<file path="config.mk">
export PLATFORM = sky130hd
export DESIGN_NAME = cgv_ch1_regs
export DESIGN_NICKNAME = d
export VERILOG_FILES = /design/src/inc/cgv_pkg.sv /design/src/rtl/cgv_ch1_regs.sv
export SDC_FILE = /design/constraint.sdc
export NUM_CORES = 1
export LEC_CHECK = 0
export BUFFER_PORTS_ARGS = -buffer_cell sky130_fd_sc_hd__clkbuf_2
export CAP_MARGIN = 10
export CORE_AREA = 2 2 184 186
export CTS_BUF_LIST = sky130_fd_sc_hd__clkbuf_4 sky130_fd_sc_hd__clkbuf_8
export DETAILED_ROUTE_END_ITERATION = 10
export DIE_AREA = 0 0 186 188
export PLACE_DENSITY = 0.62
export SYNTH_ARGS = -nofsm -noshare
export SYNTH_HDL_FRONTEND = slang
export SYNTH_SLANG_ARGS = --single-unit
</file>
<file path="constraint.sdc">
create_clock -name clk -period 15.18 [get_ports clk]
set_clock_uncertainty 0.15 [all_clocks]
set_input_delay 3.036 -clock clk [delete_from_list [all_inputs] [get_ports clk]]
set_output_delay 3.036 -clock clk [all_outputs]
set_load 0.03 [all_outputs]
</file>
<file path="src/inc/cgv_pkg.sv">
// Package for the channel-one gain, volume and calibration register group.
// Assumes one clock domain and the device's internal byte-wide control port.
package cgv_pkg;

    // ------------------------------------------------------------------
    // register offsets on the control port
    // ------------------------------------------------------------------
    localparam logic [7:0] CGV_OFS_GAIN   = 8'h3d;
    localparam logic [7:0] CGV_OFS_VOLUME = 8'h3e;
    localparam logic [7:0] CGV_OFS_TRIM   = 8'h3f;
    localparam logic [7:0] CGV_OFS_PHASE  = 8'h40;

    // ------------------------------------------------------------------
    // reset values
    // ------------------------------------------------------------------
    localparam logic [7:0] CGV_RST_GAIN   = 8'h00;
    localparam logic [7:0] CGV_RST_VOLUME = 8'hc9;
    localparam logic [7:0] CGV_RST_TRIM   = 8'h80;
    localparam logic [7:0] CGV_RST_PHASE  = 8'h00;

    // ------------------------------------------------------------------
    // field layout and code points
    // ------------------------------------------------------------------
    localparam int         CGV_GAIN_CODE_LSB = 1;
    localparam int         CGV_GAIN_SIGN_BIT = 0;
    localparam int         CGV_TRIM_CODE_LSB = 4;
    localparam logic [7:0] CGV_TRIM_WR_MASK  = 8'hf0;
    localparam logic [6:0] CGV_GAIN_CODE_MAX = 7'h54;
    localparam logic [6:0] CGV_NEG_GAIN_MAX  = 7'h16;
    localparam logic [8:0] CGV_VOL_UNITY     = 9'h0c9;
    localparam logic [4:0] CGV_TRIM_ZERO     = 5'h08;
    localparam logic [7:0] CGV_VOL_MUTE      = 8'h00;
    localparam int         CGV_DELAY_DEPTH   = 256;

    // input impedance setting of the channel
    typedef enum logic [1:0] {
        CGV_IMP_2K5,
        CGV_IMP_10K,
        CGV_IMP_20K,
        CGV_IMP_RSVD
    } cgv_imp_e;

    // decoded settings handed to the channel datapath
    typedef struct packed {
        logic signed [7:0] gain_half_db;   // analog gain, 0.5 dB units
        logic signed [8:0] volume_half_db; // digital volume, 0.5 dB units
        logic              mute;           // digital output muted
        logic signed [4:0] trim_tenth_db;  // gain trim, 0.1 dB units
        logic        [7:0] delay_cycles;   // phase delay, modulator cycles
        logic              gain_code_bad;  // reserved gain code written
        logic              neg_gain_bad;   // negative gain at 2.5 k or reserved input
    } cgv_settings_s;

endpackage

</file>
<file path="src/rtl/cgv_ch1_regs.sv">
// Channel-one gain, digital volume, gain trim and phase delay registers,
// with their decoded settings and the modulator-rate phase delay line.
// Assumes the control-port bridge presents single-cycle byte accesses on clk
// and a modulator-rate enable pulse from the clock divider.
`timescale 1ns/1ps
// Behaviour
// - the gain code in bits 7..1 counts half-decibel steps from 0 dB up to 42 dB at code 84.
// - with bit 0 of the gain register set the gain is negative, no lower than -11 dB.
// - volume code zero mutes the channel output completely.
// - nonzero volume codes count half-decibel steps from -100 dB at code 1 to +27 dB at 255.
// - the volume register resets to 201, which is 0 dB, and 202 is +0.5 dB.
// - the trim code in bits 7..4 counts 0.1 dB steps, -0.8 dB at 0, 0 dB at 8, +0.7 dB at 15.
// - bits 3..0 of the trim register are read-only zero and the host writes them as zero.
// - the channel is delayed by the phase code in modulator cycles, 0 to 255.
// - gain, trim and phase registers reset to 00, 80 and 00.
// - the impedance setting reads 0 as 2.5 k, 1 as 10 k, 2 as 20 k and 3 as reserved.
module cgv_ch1_regs
    import cgv_pkg::*;
(
    input  wire logic          clk,
    input  wire logic          sys_rst,
    input  wire logic [7:0]    reg_addr,
    input  wire logic          reg_wr_en,
    input  wire logic [7:0]    reg_wr_data,
    input  wire logic          reg_rd_en,
    output logic      [7:0]    reg_rd_data,
    output logic               reg_rd_hit,
    input  wire logic [1:0]    chan_one_input_impedance_sel,
    input  wire logic          mod_clk_en,
    input  wire logic          mod_bit_in,
    output logic               mod_bit_out,
    output cgv_settings_s      settings
);

    // ------------------------------------------------------------------
    // register storage
    // ------------------------------------------------------------------
    logic [7:0]    gain_reg,   gain_next;
    logic [7:0]    volume_reg, volume_next;
    logic [7:0]    trim_reg,   trim_next;
    logic [7:0]    phase_reg,  phase_next;
    logic [7:0]    rd_data_reg, rd_data_next;
    logic          rd_hit_reg,  rd_hit_next;

    // maps an offset to its stored value; unmapped offsets miss
    function automatic logic [8:0] cgv_read_mux(input logic [7:0] addr, input logic [7:0] g,
                                                input logic [7:0] v, input logic [7:0] t,
                                                input logic [7:0] p);
        logic [8:0] r;
        r = 9'h000;
        unique case (addr)
            CGV_OFS_GAIN:   r = {1'b1, g};
            CGV_OFS_VOLUME: r = {1'b1, v};
            CGV_OFS_TRIM:   r = {1'b1, t};
            CGV_OFS_PHASE:  r = {1'b1, p};
            default:        r = 9'h000;
        endcase
        return r;
    endfunction

    // write decode and read capture
    always_comb begin
        logic [8:0] rd;
        rd           = cgv_read_mux(reg_addr, gain_reg, volume_reg, trim_reg, phase_reg);
        gain_next    = gain_reg;
        volume_next  = volume_reg;
        trim_next    = trim_reg;
        phase_next   = phase_reg;
        rd_data_next = rd_data_reg;
        rd_hit_next  = 1'b0;
        if (reg_wr_en) begin
            unique case (reg_addr)
                CGV_OFS_GAIN:   gain_next   = reg_wr_data;
                CGV_OFS_VOLUME: volume_next = reg_wr_data;
                CGV_OFS_TRIM:   trim_next   = reg_wr_data & CGV_TRIM_WR_MASK;
                CGV_OFS_PHASE:  phase_next  = reg_wr_data;
                default:        ;
            endcase
        end
        if (reg_rd_en) begin
            rd_data_next = rd[7:0]; // unmapped offsets read zero
            rd_hit_next  = rd[8];
        end
    end

    always_ff @(posedge clk or posedge sys_rst) begin
        if (sys_rst) begin
            gain_reg    <= CGV_RST_GAIN;
            volume_reg  <= CGV_RST_VOLUME;
            trim_reg    <= CGV_RST_TRIM;
            phase_reg   <= CGV_RST_PHASE;
            rd_data_reg <= 8'h00;
            rd_hit_reg  <= 1'b0;
        end else begin
            gain_reg    <= gain_next;
            volume_reg  <= volume_next;
            trim_reg    <= trim_next;
            phase_reg   <= phase_next;
            rd_data_reg <= rd_data_next;
            rd_hit_reg  <= rd_hit_next;
        end
    end

    assign reg_rd_data = rd_data_reg;
    assign reg_rd_hit  = rd_hit_reg;

    // ------------------------------------------------------------------
    // decoded settings
    // ------------------------------------------------------------------
    cgv_settings_s settings_reg, settings_next;
    cgv_imp_e      imp_sel;

    assign imp_sel = cgv_imp_e'(chan_one_input_impedance_sel);

    always_comb begin
        logic [6:0] gcode;
        logic [6:0] mag;
        logic       neg;
        gcode = gain_reg[7:CGV_GAIN_CODE_LSB];
        neg   = gain_reg[CGV_GAIN_SIGN_BIT];
        // reserved codes clamp to 42 dB
        mag = (gcode > CGV_GAIN_CODE_MAX) ? CGV_GAIN_CODE_MAX : gcode;
        if (neg && mag > CGV_NEG_GAIN_MAX) begin
            mag = CGV_NEG_GAIN_MAX;
        end
        settings_next.gain_half_db = neg ? -$signed({1'b0, mag}) : $signed({1'b0, mag});
        settings_next.volume_half_db = $signed({1'b0, volume_reg}) - $signed(CGV_VOL_UNITY);
        settings_next.mute = (volume_reg == CGV_VOL_MUTE);
        settings_next.trim_tenth_db = $signed({1'b0, trim_reg[7:CGV_TRIM_CODE_LSB]})
                                      - $signed(CGV_TRIM_ZERO);
        // delay count straight from the field
        settings_next.delay_cycles  = phase_reg;
        settings_next.gain_code_bad = (gcode > CGV_GAIN_CODE_MAX);
        // negative gain needs 10 k or 20 k input
        settings_next.neg_gain_bad  = neg && (imp_sel == CGV_IMP_2K5 || imp_sel == CGV_IMP_RSVD);
    end

    // settings registered so the datapath sees glitch-free values
    always_ff @(posedge clk or posedge sys_rst) begin
        if (sys_rst) begin
            settings_reg <= '0;
        end else begin
            settings_reg <= settings_next;
        end
    end

    assign settings = settings_reg;

    // ------------------------------------------------------------------
    // phase delay line at modulator rate
    // ------------------------------------------------------------------
    logic [CGV_DELAY_DEPTH-1:0] delay_reg, delay_next;
    logic                       mod_out_reg, mod_out_next;

    // a tap select keeps one shift chain; changing the code mid-stream
    // jumps the tap, so expect a short glitch on reprogramming
    always_comb begin
        delay_next   = delay_reg;
        mod_out_next = mod_out_reg;
        if (mod_clk_en) begin
            delay_next = {delay_reg[CGV_DELAY_DEPTH-2:0], mod_bit_in};
            if (phase_reg == 8'h00) begin
                mod_out_next = mod_bit_in;
            end else begin
                mod_out_next = delay_reg[phase_reg - 8'h01];
            end
        end
    end

    always_ff @(posedge clk or posedge sys_rst) begin
        if (sys_rst) begin
            delay_reg   <= '0;
            mod_out_reg <= 1'b0;
        end else begin
            delay_reg   <= delay_next;
            mod_out_reg <= mod_out_next;
        end
    end

    assign mod_bit_out = mod_out_reg;

endmodule // cgv_ch1_regs

</file>
Word-level counts from Yosys, hierarchy flattened
Index checks and enable logic that the tools add are counted.
{"block": "word_totals", "reg_bits": 327, "input_bits": 24, "out_inout_bits": 43, "elab_cells": 45}
{"block": "classes", "addsub": 4, "magnitude_cmp": 3, "n_eq_ne": 5, "muxes": 8, "reduce_logical": 10}
{"operator": "$pmux W9 S4", "n": 1}
{"operator": "$eq A8 B6 Y1 const B", "n": 3}
{"operator": "$logic_not A8 Y1", "n": 2}
{"operator": "$mux W7", "n": 2}
{"operator": "$lt A8 B9 Y1 const B", "n": 1}
{"operator": "$sub A8 B8 Y9 const B", "n": 1}
{"operator": "$bmux W1 S8", "n": 1}
{"operator": "$eq A8 B7 Y1 const B", "n": 1}
{"operator": "$mux W8", "n": 1}
{"operator": "$neg A7 Y8", "n": 1}
{"operator": "$reduce_and A2 Y1", "n": 4}
{"operator": "$sub A8 B1 Y8 const B", "n": 1}
{"operator": "$gt A7 B5 Y1 const B", "n": 1}
{"operator": "$gt A7 B7 Y1 const B", "n": 1}
{"operator": "$sub A4 B4 Y5 const B", "n": 1}
{"operator": "$mux W1", "n": 3}
{"operator": "$eq A2 B2 Y1 const B", "n": 1}
{"operator": "$logic_and A1 B1 Y1", "n": 2}
{"operator": "$logic_not A2 Y1", "n": 1}
{"operator": "$logic_or A1 B1 Y1", "n": 1}

Logic depth before layout (Yosys ltp)
Gate-level depths: netlist of the first run.
{"block": "depth", "ltp_word": 7, "depth_mapped": 13, "ltp_nobuf": 11}

Worst setup path after synthesis of the first run
No wires, ideal clock.
{"block": "synth_timing", "kind": "in2reg", "startpoint": "input reg_addr[5]", "endpoint": "register rd_data_reg[0], in the netlist reg_rd_data[0]", "setup_time_ns": 0.165, "t_arrival_ns": 4.282, "required_ns": 14.865, "path_slack_ns": 10.582, "stages": 6, "path_buffers": 1, "cell_sequence": "nand4_1 nor3_1 and3b_1 clkbuf_1 o31ai_1 o22ai_1"}
{"block": "synth_via", "elab_chain_len": 2, "word_cells_on_any_way": 5, "classes_between": "eq/ne: 4; mux: 1"}
{"element": "from (decl)", "line": "cgv_ch1_regs.sv:22", "source": "input wire logic [7:0] reg_addr,"}
{"element": "$eq A8 B7 Y1 or $eq A8 B6 Y1 (tied branches)", "line": "cgv_ch1_regs.sv:51", "source": "unique case (addr)"}
{"element": "$pmux W9 S4 *", "line": "cgv_ch1_regs.sv:51"}
{"element": "to (signal assigned)", "line": "cgv_ch1_regs.sv:99", "source": "rd_data_reg <= rd_data_next;"}
{"element": "to (decl)", "line": "cgv_ch1_regs.sv:42", "source": "logic [7:0] rd_data_reg, rd_data_next;"}
Mark *: on every way between the ends. The rest lies on a longest branch, timed or not.
A chain may end at the register's enable or synchronous reset.

==> results of run 1 <==
## worst max path at each step
| stage | startpoint | to | slack, ns | cells after the start |
|---|---|---|---|---|
| floorplan | sys_rst | delay_reg[0]$_DFFE_PP0P_ | 2.98 | 1 |
| finish | sys_rst | delay_reg[239]$_DFFE_PP0P_ | 10.10 | 4 |
| CTS | sys_rst | delay_reg[68]$_DFFE_PP0P_ | 9.94 | 4 |
| global placement | sys_rst | delay_reg[4]$_DFFE_PP0P_ | 9.37 | 4 |
| detailed placement | sys_rst | delay_reg[71]$_DFFE_PP0P_ | 9.33 | 4 |
| global route | sys_rst | delay_reg[78]$_DFFE_PP0P_ | 9.62 | 4 |
## metrics by stage
step                util, %  hold WS (ns)  instance area, um^2
global placement       46.3         0.232                15300
finish                 49.6         0.265                16400
CTS                    49.6         0.262                16400
global route           49.6         0.273                16400
detailed placement     46.3         0.238                15300
floorplan                 -         0.202                14600
## routing by layer
layer | vias to the layer above | global-route usage, %
li1 | 3806 | -
met1 | 4310 | 23.7
met2 | 188 | 25.5
met3 | 53 | 3.20
met4 | 0 | 5.03
met5 | - | 0
## critical path, stage by stage
cell	delay (ns)
clkbuf_2	0.12
inv_8	0.50
buf_4	0.78
buf_4	0.88
## where the power goes
group	internal [mW]	switching, mW
registers	0.914	0.0354
clock network	0.442	0.338
logic	0.0893	0.116
## synth_stat cells (all sizes together) (7+ instances only)
library cell	n
mux2	285
dfrtp	321
buf	13
inv	25
mux4	64
xor2	7
o22ai	8
nand2	56
a222oi	8
nor2	16
o21ai	10
nor3	7
mux2i	10
clkbuf	47
nand3	16
nand4	7
## area by class of cell
type | count | area (um^2) | area share (%)
sequential | 326 | 8170 | 49.7
multi-input combinational | 573 | 6080 | 37.0
clock buffer | 88 | 1070 | 6.50
tap | 448 | 561 | 3.41
timing repair buffer | 74 | 400 | 2.44
inverter | 26 | 105 | 0.640
clock inverter | 6 | 37.5 | 0.229
## cells by family after synthesis
| group | Yosys count | share of synthesized area, % |
|---|---|---|
| xor+xnor | 11 | 0.789 |
| buf+inv | 86 | 2.47 |
| compound gates | 73 | 3.78 |
| flops | 326 | 56.0 |
| simple gates | 126 | 4.09 |
| mux | 359 | 32.6 |
| fa+ha+maj | 4 | 0.343 |
==> impl_metrics.env, run 1 <==
export IMPL_run_status="completed"
export IMPL_critPathCaptureType="async pin"
export IMPL_timing_max_slew_rel_slack_pct=30.0
export IMPL_synth_largest_area_cell="dfrtp_1"
export IMPL_worstSkewPairLatency_ns=0.58
export IMPL_detailedPlacementHpwl_mm=16.8
export IMPL_reg2reg_slack_ns=10.73
export IMPL_global_route_wire_length_before_repair_mm=46.1
export IMPL_cts_buffers_inserted=54
export IMPL_synthesis_yosys_warnings=0
export IMPL_row_count=67
export IMPL_netlist_cell_type_count=56
export IMPL_core_area_um2=33100
export IMPL_min_delay_start="trim_reg[4]$_DFFE_PP0P_"
export IMPL_holdPathStages=0
export IMPL_layoutNonFillerInstCount=1541
export IMPL_route_antenna_remaining_nets=0
export IMPL_diodes=0
export IMPL_hp_class="reg2reg"
export IMPL_place_inst=1447
export IMPL_top_level_ports=67
export IMPL_cts_root_to_sink_buffers=3
export IMPL_globalRoute_totalOverflow=0
export IMPL_cellPowerDensity_nw_per_um2=118
export IMPL_finalWorstSetupSlack_ns=10.10
export IMPL_path_max_fanout=112
export IMPL_timing_final_hold_violations=0
export IMPL_synth_edf_count=0
export IMPL_r2r_worst_path_cells=10
export IMPL_yosys_top_cells_area="dfrtp_1 55%, mux2_2 22%, mux4_2 9.9%"
export IMPL_unrepaired_setup_endpoints_after_global_routing="false"
export IMPL_drt_wirelength_per_cell_um=18.2
export IMPL_routed_wl_mm=28.0
export IMPL_met3_wire_len_mm=1.21
export IMPL_worstSetupPathType="in2async"
export IMPL_clock_tree_htree_level_count=2
export IMPL_mostFrequentLayoutCell="dfrtp_1"
export IMPL_rr_endpoint="mod_bit_out$_DFFE_PP0P_"
export IMPL_groute_usage_overall_pct=16.5
export IMPL_setup_total_negative_slack_ns=0
export IMPL_clock_sinks=326
export IMPL_gpl_final_weighted_congestion=0.743
export IMPL_yosysTopAreaCellShare_pct=55.1
export IMPL_max_freq_mhz=197
export IMPL_die_height_um=188
export IMPL_avgViaCountPerCell=5.42
export IMPL_drt_drc_violations_left=0
export IMPL_cts_root_buf="clkbuf_8"
export IMPL_met2_wirelength_mm=12.9
export IMPL_postSynth_topFlopCell="dfrtp_1"
export IMPL_synth_seq_area_share_pct=56.0
export IMPL_cts_hold_buffers_added=0
export IMPL_dr_total_vias=8357
export IMPL_fillerInstances=2891
export IMPL_pin_count_of_the_biggest_net_entering_global_routing=113
export IMPL_largest_register_ffs=256
export IMPL_final_max_slew_violation_count=0
export IMPL_postCtsResizedCells=0
export IMPL_die_width_um=186
export IMPL_r2r_start="phase_reg[0]$_DFFE_PP0P_"
export IMPL_layout_common_cells="320 x dfrtp_1, 285 x mux2_2, 65 x clkbuf_8, 65 x clkbuf_2, 64 x mux4_2"
export IMPL_floorplan_initialDensity_pct=44.1
export IMPL_post_place_ws_ns=9.33
export IMPL_vias_in_the_first_global_route=8606
export IMPL_final_nets=1083
export IMPL_worst_setup_start_kind="input pin"
export IMPL_syn_inst=985
export IMPL_max_slew_worst_pin_slew_ns=1.05
export IMPL_mean_instance_size_in_the_synthesized_netlist_um2=14.8
export IMPL_crit_required_ns=15.57
export IMPL_worst_hold_path_endpoint="settings[10]$_DFF_PP0_"
export IMPL_finalCritPeriodShare_pct=33.5
export IMPL_die_area_um2=35000
export IMPL_p_leak_nw=7.82
export IMPL_layout_area_overhead_vs_synth_pct=12.6
export IMPL_antenna_violations_before_repair=0
export IMPL_final_layout_size_suffix_gt1_share_pct=48.9
export IMPL_cts_repair_timing_setup_buffer_count=0
export IMPL_finalSetupViolCount=0
export IMPL_synth_cell_area_um2=14600
export IMPL_asyncSetResetFlopFracSynth_pct=100
export IMPL_met1_routed_wirelength_after_detailed_routing_mm=13.2
export IMPL_drtPass1Iterations=5
export IMPL_cap_violations=0
export IMPL_synth_seq_cells=326
export IMPL_top_layer="met4"
export IMPL_synth_net_count=1013
export IMPL_cts_tree="built"
export IMPL_clk_pin_slew_ns=0.06
export IMPL_report_power_total_mw=1.93
export IMPL_period_needed_ns=5.08
export IMPL_cp_data_arrival_time_ns=5.47
export IMPL_initialDrtViolationCount=483
export IMPL_port_buffer_count=66
export IMPL_ir_worst_vdd_mv=0.0636
Note: power is estimated with default switching activity, not from simulation.
==> inputs of run 2 (changes only) <==
- PLACE_DENSITY: 0.62 -> 0.64
- clock period: 15.18 -> 4.55 ns (I/O delays scaled with it)
==> impl_metrics.env, run 2 (synthesis results as in run 1) <==
export IMPL_run_status="completed"
export IMPL_cap_violations=0
export IMPL_cts_hold_buffers_added=0
export IMPL_p_leak_nw=7.89
export IMPL_ir_worst_vdd_mv=0.196
export IMPL_cellPowerDensity_nw_per_um2=398
export IMPL_port_buffer_count=66
export IMPL_netSwitchingFraction_pct=24.9
export IMPL_detailedPlacementHpwl_mm=17.3
export IMPL_worstSkewPairLatency_ns=0.58
export IMPL_cts_buffers_inserted=54
export IMPL_path_max_fanout=27
export IMPL_crit_required_ns=4.85
export IMPL_timing_final_hold_violations=0
export IMPL_timing_max_slew_rel_slack_pct=32.8
export IMPL_drt_drc_violations_left=0
export IMPL_met1_routed_wirelength_after_detailed_routing_mm=13.2
export IMPL_finalSetupViolCount=0
export IMPL_final_design_area_no_fill_um2=16600
export IMPL_postLayoutCoreUtil_pct=50.1
export IMPL_globalRoute_totalOverflow=0
export IMPL_power_frac_seq_pct=47.9
export IMPL_placed_cell_area_um2=15400
export IMPL_postCtsResizedCells=0
export IMPL_groute_usage_overall_pct=16.4
export IMPL_drtPass1Iterations=5
export IMPL_die_width_um=186
export IMPL_core_area_um2=33100
export IMPL_worstSetupPathType="reg2reg"
export IMPL_die_height_um=188
export IMPL_global_route_wire_length_before_repair_mm=45.7
export IMPL_pin_count_of_the_biggest_net_entering_global_routing=128
export IMPL_routed_wl_mm=27.8
export IMPL_worst_setup_start_kind="flop"
export IMPL_route_antenna_remaining_nets=0
export IMPL_cellInternalPower_mw=4.95
export IMPL_clk_pin_slew_ns=0.06
export IMPL_period_needed_ns=3.25
export IMPL_unrepaired_setup_endpoints_after_global_routing="false"
export IMPL_clock_sinks=326
export IMPL_gpl_final_weighted_congestion=0.803
export IMPL_max_freq_mhz=307
export IMPL_path_buf_inv=2
export IMPL_layout_area_overhead_vs_synth_pct=13.7
export IMPL_power_switching_mw=1.64
export IMPL_cts_root_to_sink_buffers=3
export IMPL_floorplan_initialDensity_pct=44.1
export IMPL_vias_in_the_first_global_route=8659
export IMPL_final_layout_size_suffix_gt1_share_pct=49.2
export IMPL_clkPwrFrac_pct=41.7
export IMPL_cts_root_buf="clkbuf_8"
export IMPL_top_layer="met4"
export IMPL_met3_wire_len_mm=1.16
export IMPL_final_nets=1089
export IMPL_dr_total_vias=8365
export IMPL_initialDrtViolationCount=566
export IMPL_worst_path_most_repeated_cell="a31oi_1"
export IMPL_cts_tree="built"
export IMPL_max_slew_worst_pin_slew_ns=1.00
export IMPL_diodes=0
export IMPL_clock_tree_htree_level_count=2
export IMPL_worstPathCellList="inv_1, ha_1, xor2_4, buf_4, mux4_2, nand2_1, nand3_1, a31oi_1, a31oi_1, o31a_2"
export IMPL_crit_path_top_delay_cell="mux4_2"
export IMPL_place_inst=1453
export IMPL_cp_data_arrival_time_ns=3.56
export IMPL_finalCritPeriodShare_pct=71.5
export IMPL_critical_path_top_delay_family="buffers and inverters"
export IMPL_mostFrequentLayoutCell="dfrtp_1"
export IMPL_avgViaCountPerCell=5.40
export IMPL_largest_register_ffs=256
export IMPL_drt_wirelength_per_cell_um=18.0
export IMPL_max_stage_delay_ns=0.54
export IMPL_met2_wirelength_mm=12.8
export IMPL_critPathCaptureType="flop"
export IMPL_row_count=67
export IMPL_layoutNonFillerInstCount=1548
export IMPL_hp_class="reg2reg"
export IMPL_layout_common_cells="320 x dfrtp_1, 285 x mux2_2, 67 x clkbuf_8, 65 x clkbuf_2, 64 x mux4_2"
export IMPL_setup_total_negative_slack_ns=0
export IMPL_cts_repair_timing_setup_buffer_count=0
export IMPL_top_level_ports=67
export IMPL_antenna_violations_before_repair=0
export IMPL_final_max_slew_violation_count=0
export IMPL_combinationalPowerShare_pct=10.4
export IMPL_die_area_um2=35000
## run 2: changes by cell type in the layout (fill, tap and decap cells not counted), sizes merged
cell and change:
clkbuf -8, inv -3, clkinvlp +2, buf +6
clkinv +7, bufinv +3
## run 2: metrics by stage
stage                     hold slack, ns  worst slack [ns]  power (mW)
after floorplan                    0.202            -0.857        3.70
after global placement             0.243              1.35        3.89
after detailed placement           0.243              1.28        3.91
after CTS                          0.255              1.25        6.70
after global routing               0.259              1.05        6.92
final                              0.255              1.30        6.59
## run 2: worst paths after layout
| path | from | end | slack (ns) | cells past startpoint |
|---|---|---|---|---|
| worst min register to register | trim_reg[6]$_DFFE_PP0P_ | settings[12]$_DFF_PP0_ | 0.25 | 0 |
| worst max-delay path | phase_reg[0]$_DFFE_PP0P_ | mod_bit_out$_DFFE_PP0P_ | 1.30 | 10 |
| worst max register to register | phase_reg[0]$_DFFE_PP0P_ | mod_bit_out$_DFFE_PP0P_ | 1.30 | 10 |
| worst min-delay path | trim_reg[6]$_DFFE_PP0P_ | settings[12]$_DFF_PP0_ | 0.25 | 0 |
| min in group asynchronous | sys_rst | settings[18]$_DFF_PP0_ | 0.42 | 3 |
| max in group asynchronous | sys_rst | delay_reg[242]$_DFFE_PP0P_ | 3.25 | 3 |
## run 2: cell type report
class | count | area [um^2]
tap | 448 | 561
multi-input combinational | 573 | 6070
clock inverter | 15 | 153
fill | 2836 | 16500
sequential | 326 | 8170
inverter | 26 | 101
timing repair buffer | 80 | 508
clock buffer | 80 | 1020
## run 2: power groups by stage
stage               logic [mW]  registers (mW)  clock network [mW]
floorplan                0.488            3.21                   0
global placement         0.689            3.21                   0
detailed placement       0.699            3.21                   0
CTS                      0.703            3.16                2.84
global route             0.758            3.18                2.98
finish                   0.689            3.16                2.75
## run 2: routing by layer
| layer | GRT usage (%) | up-vias |
|---|---|---|
| met3 | 3.34 | 53 |
| met4 | 5.27 | 0 |
| met1 | 23.2 | 4300 |
| met5 | 0 | - |
| li1 | - | 3842 |
| met2 | 25.3 | 170 |
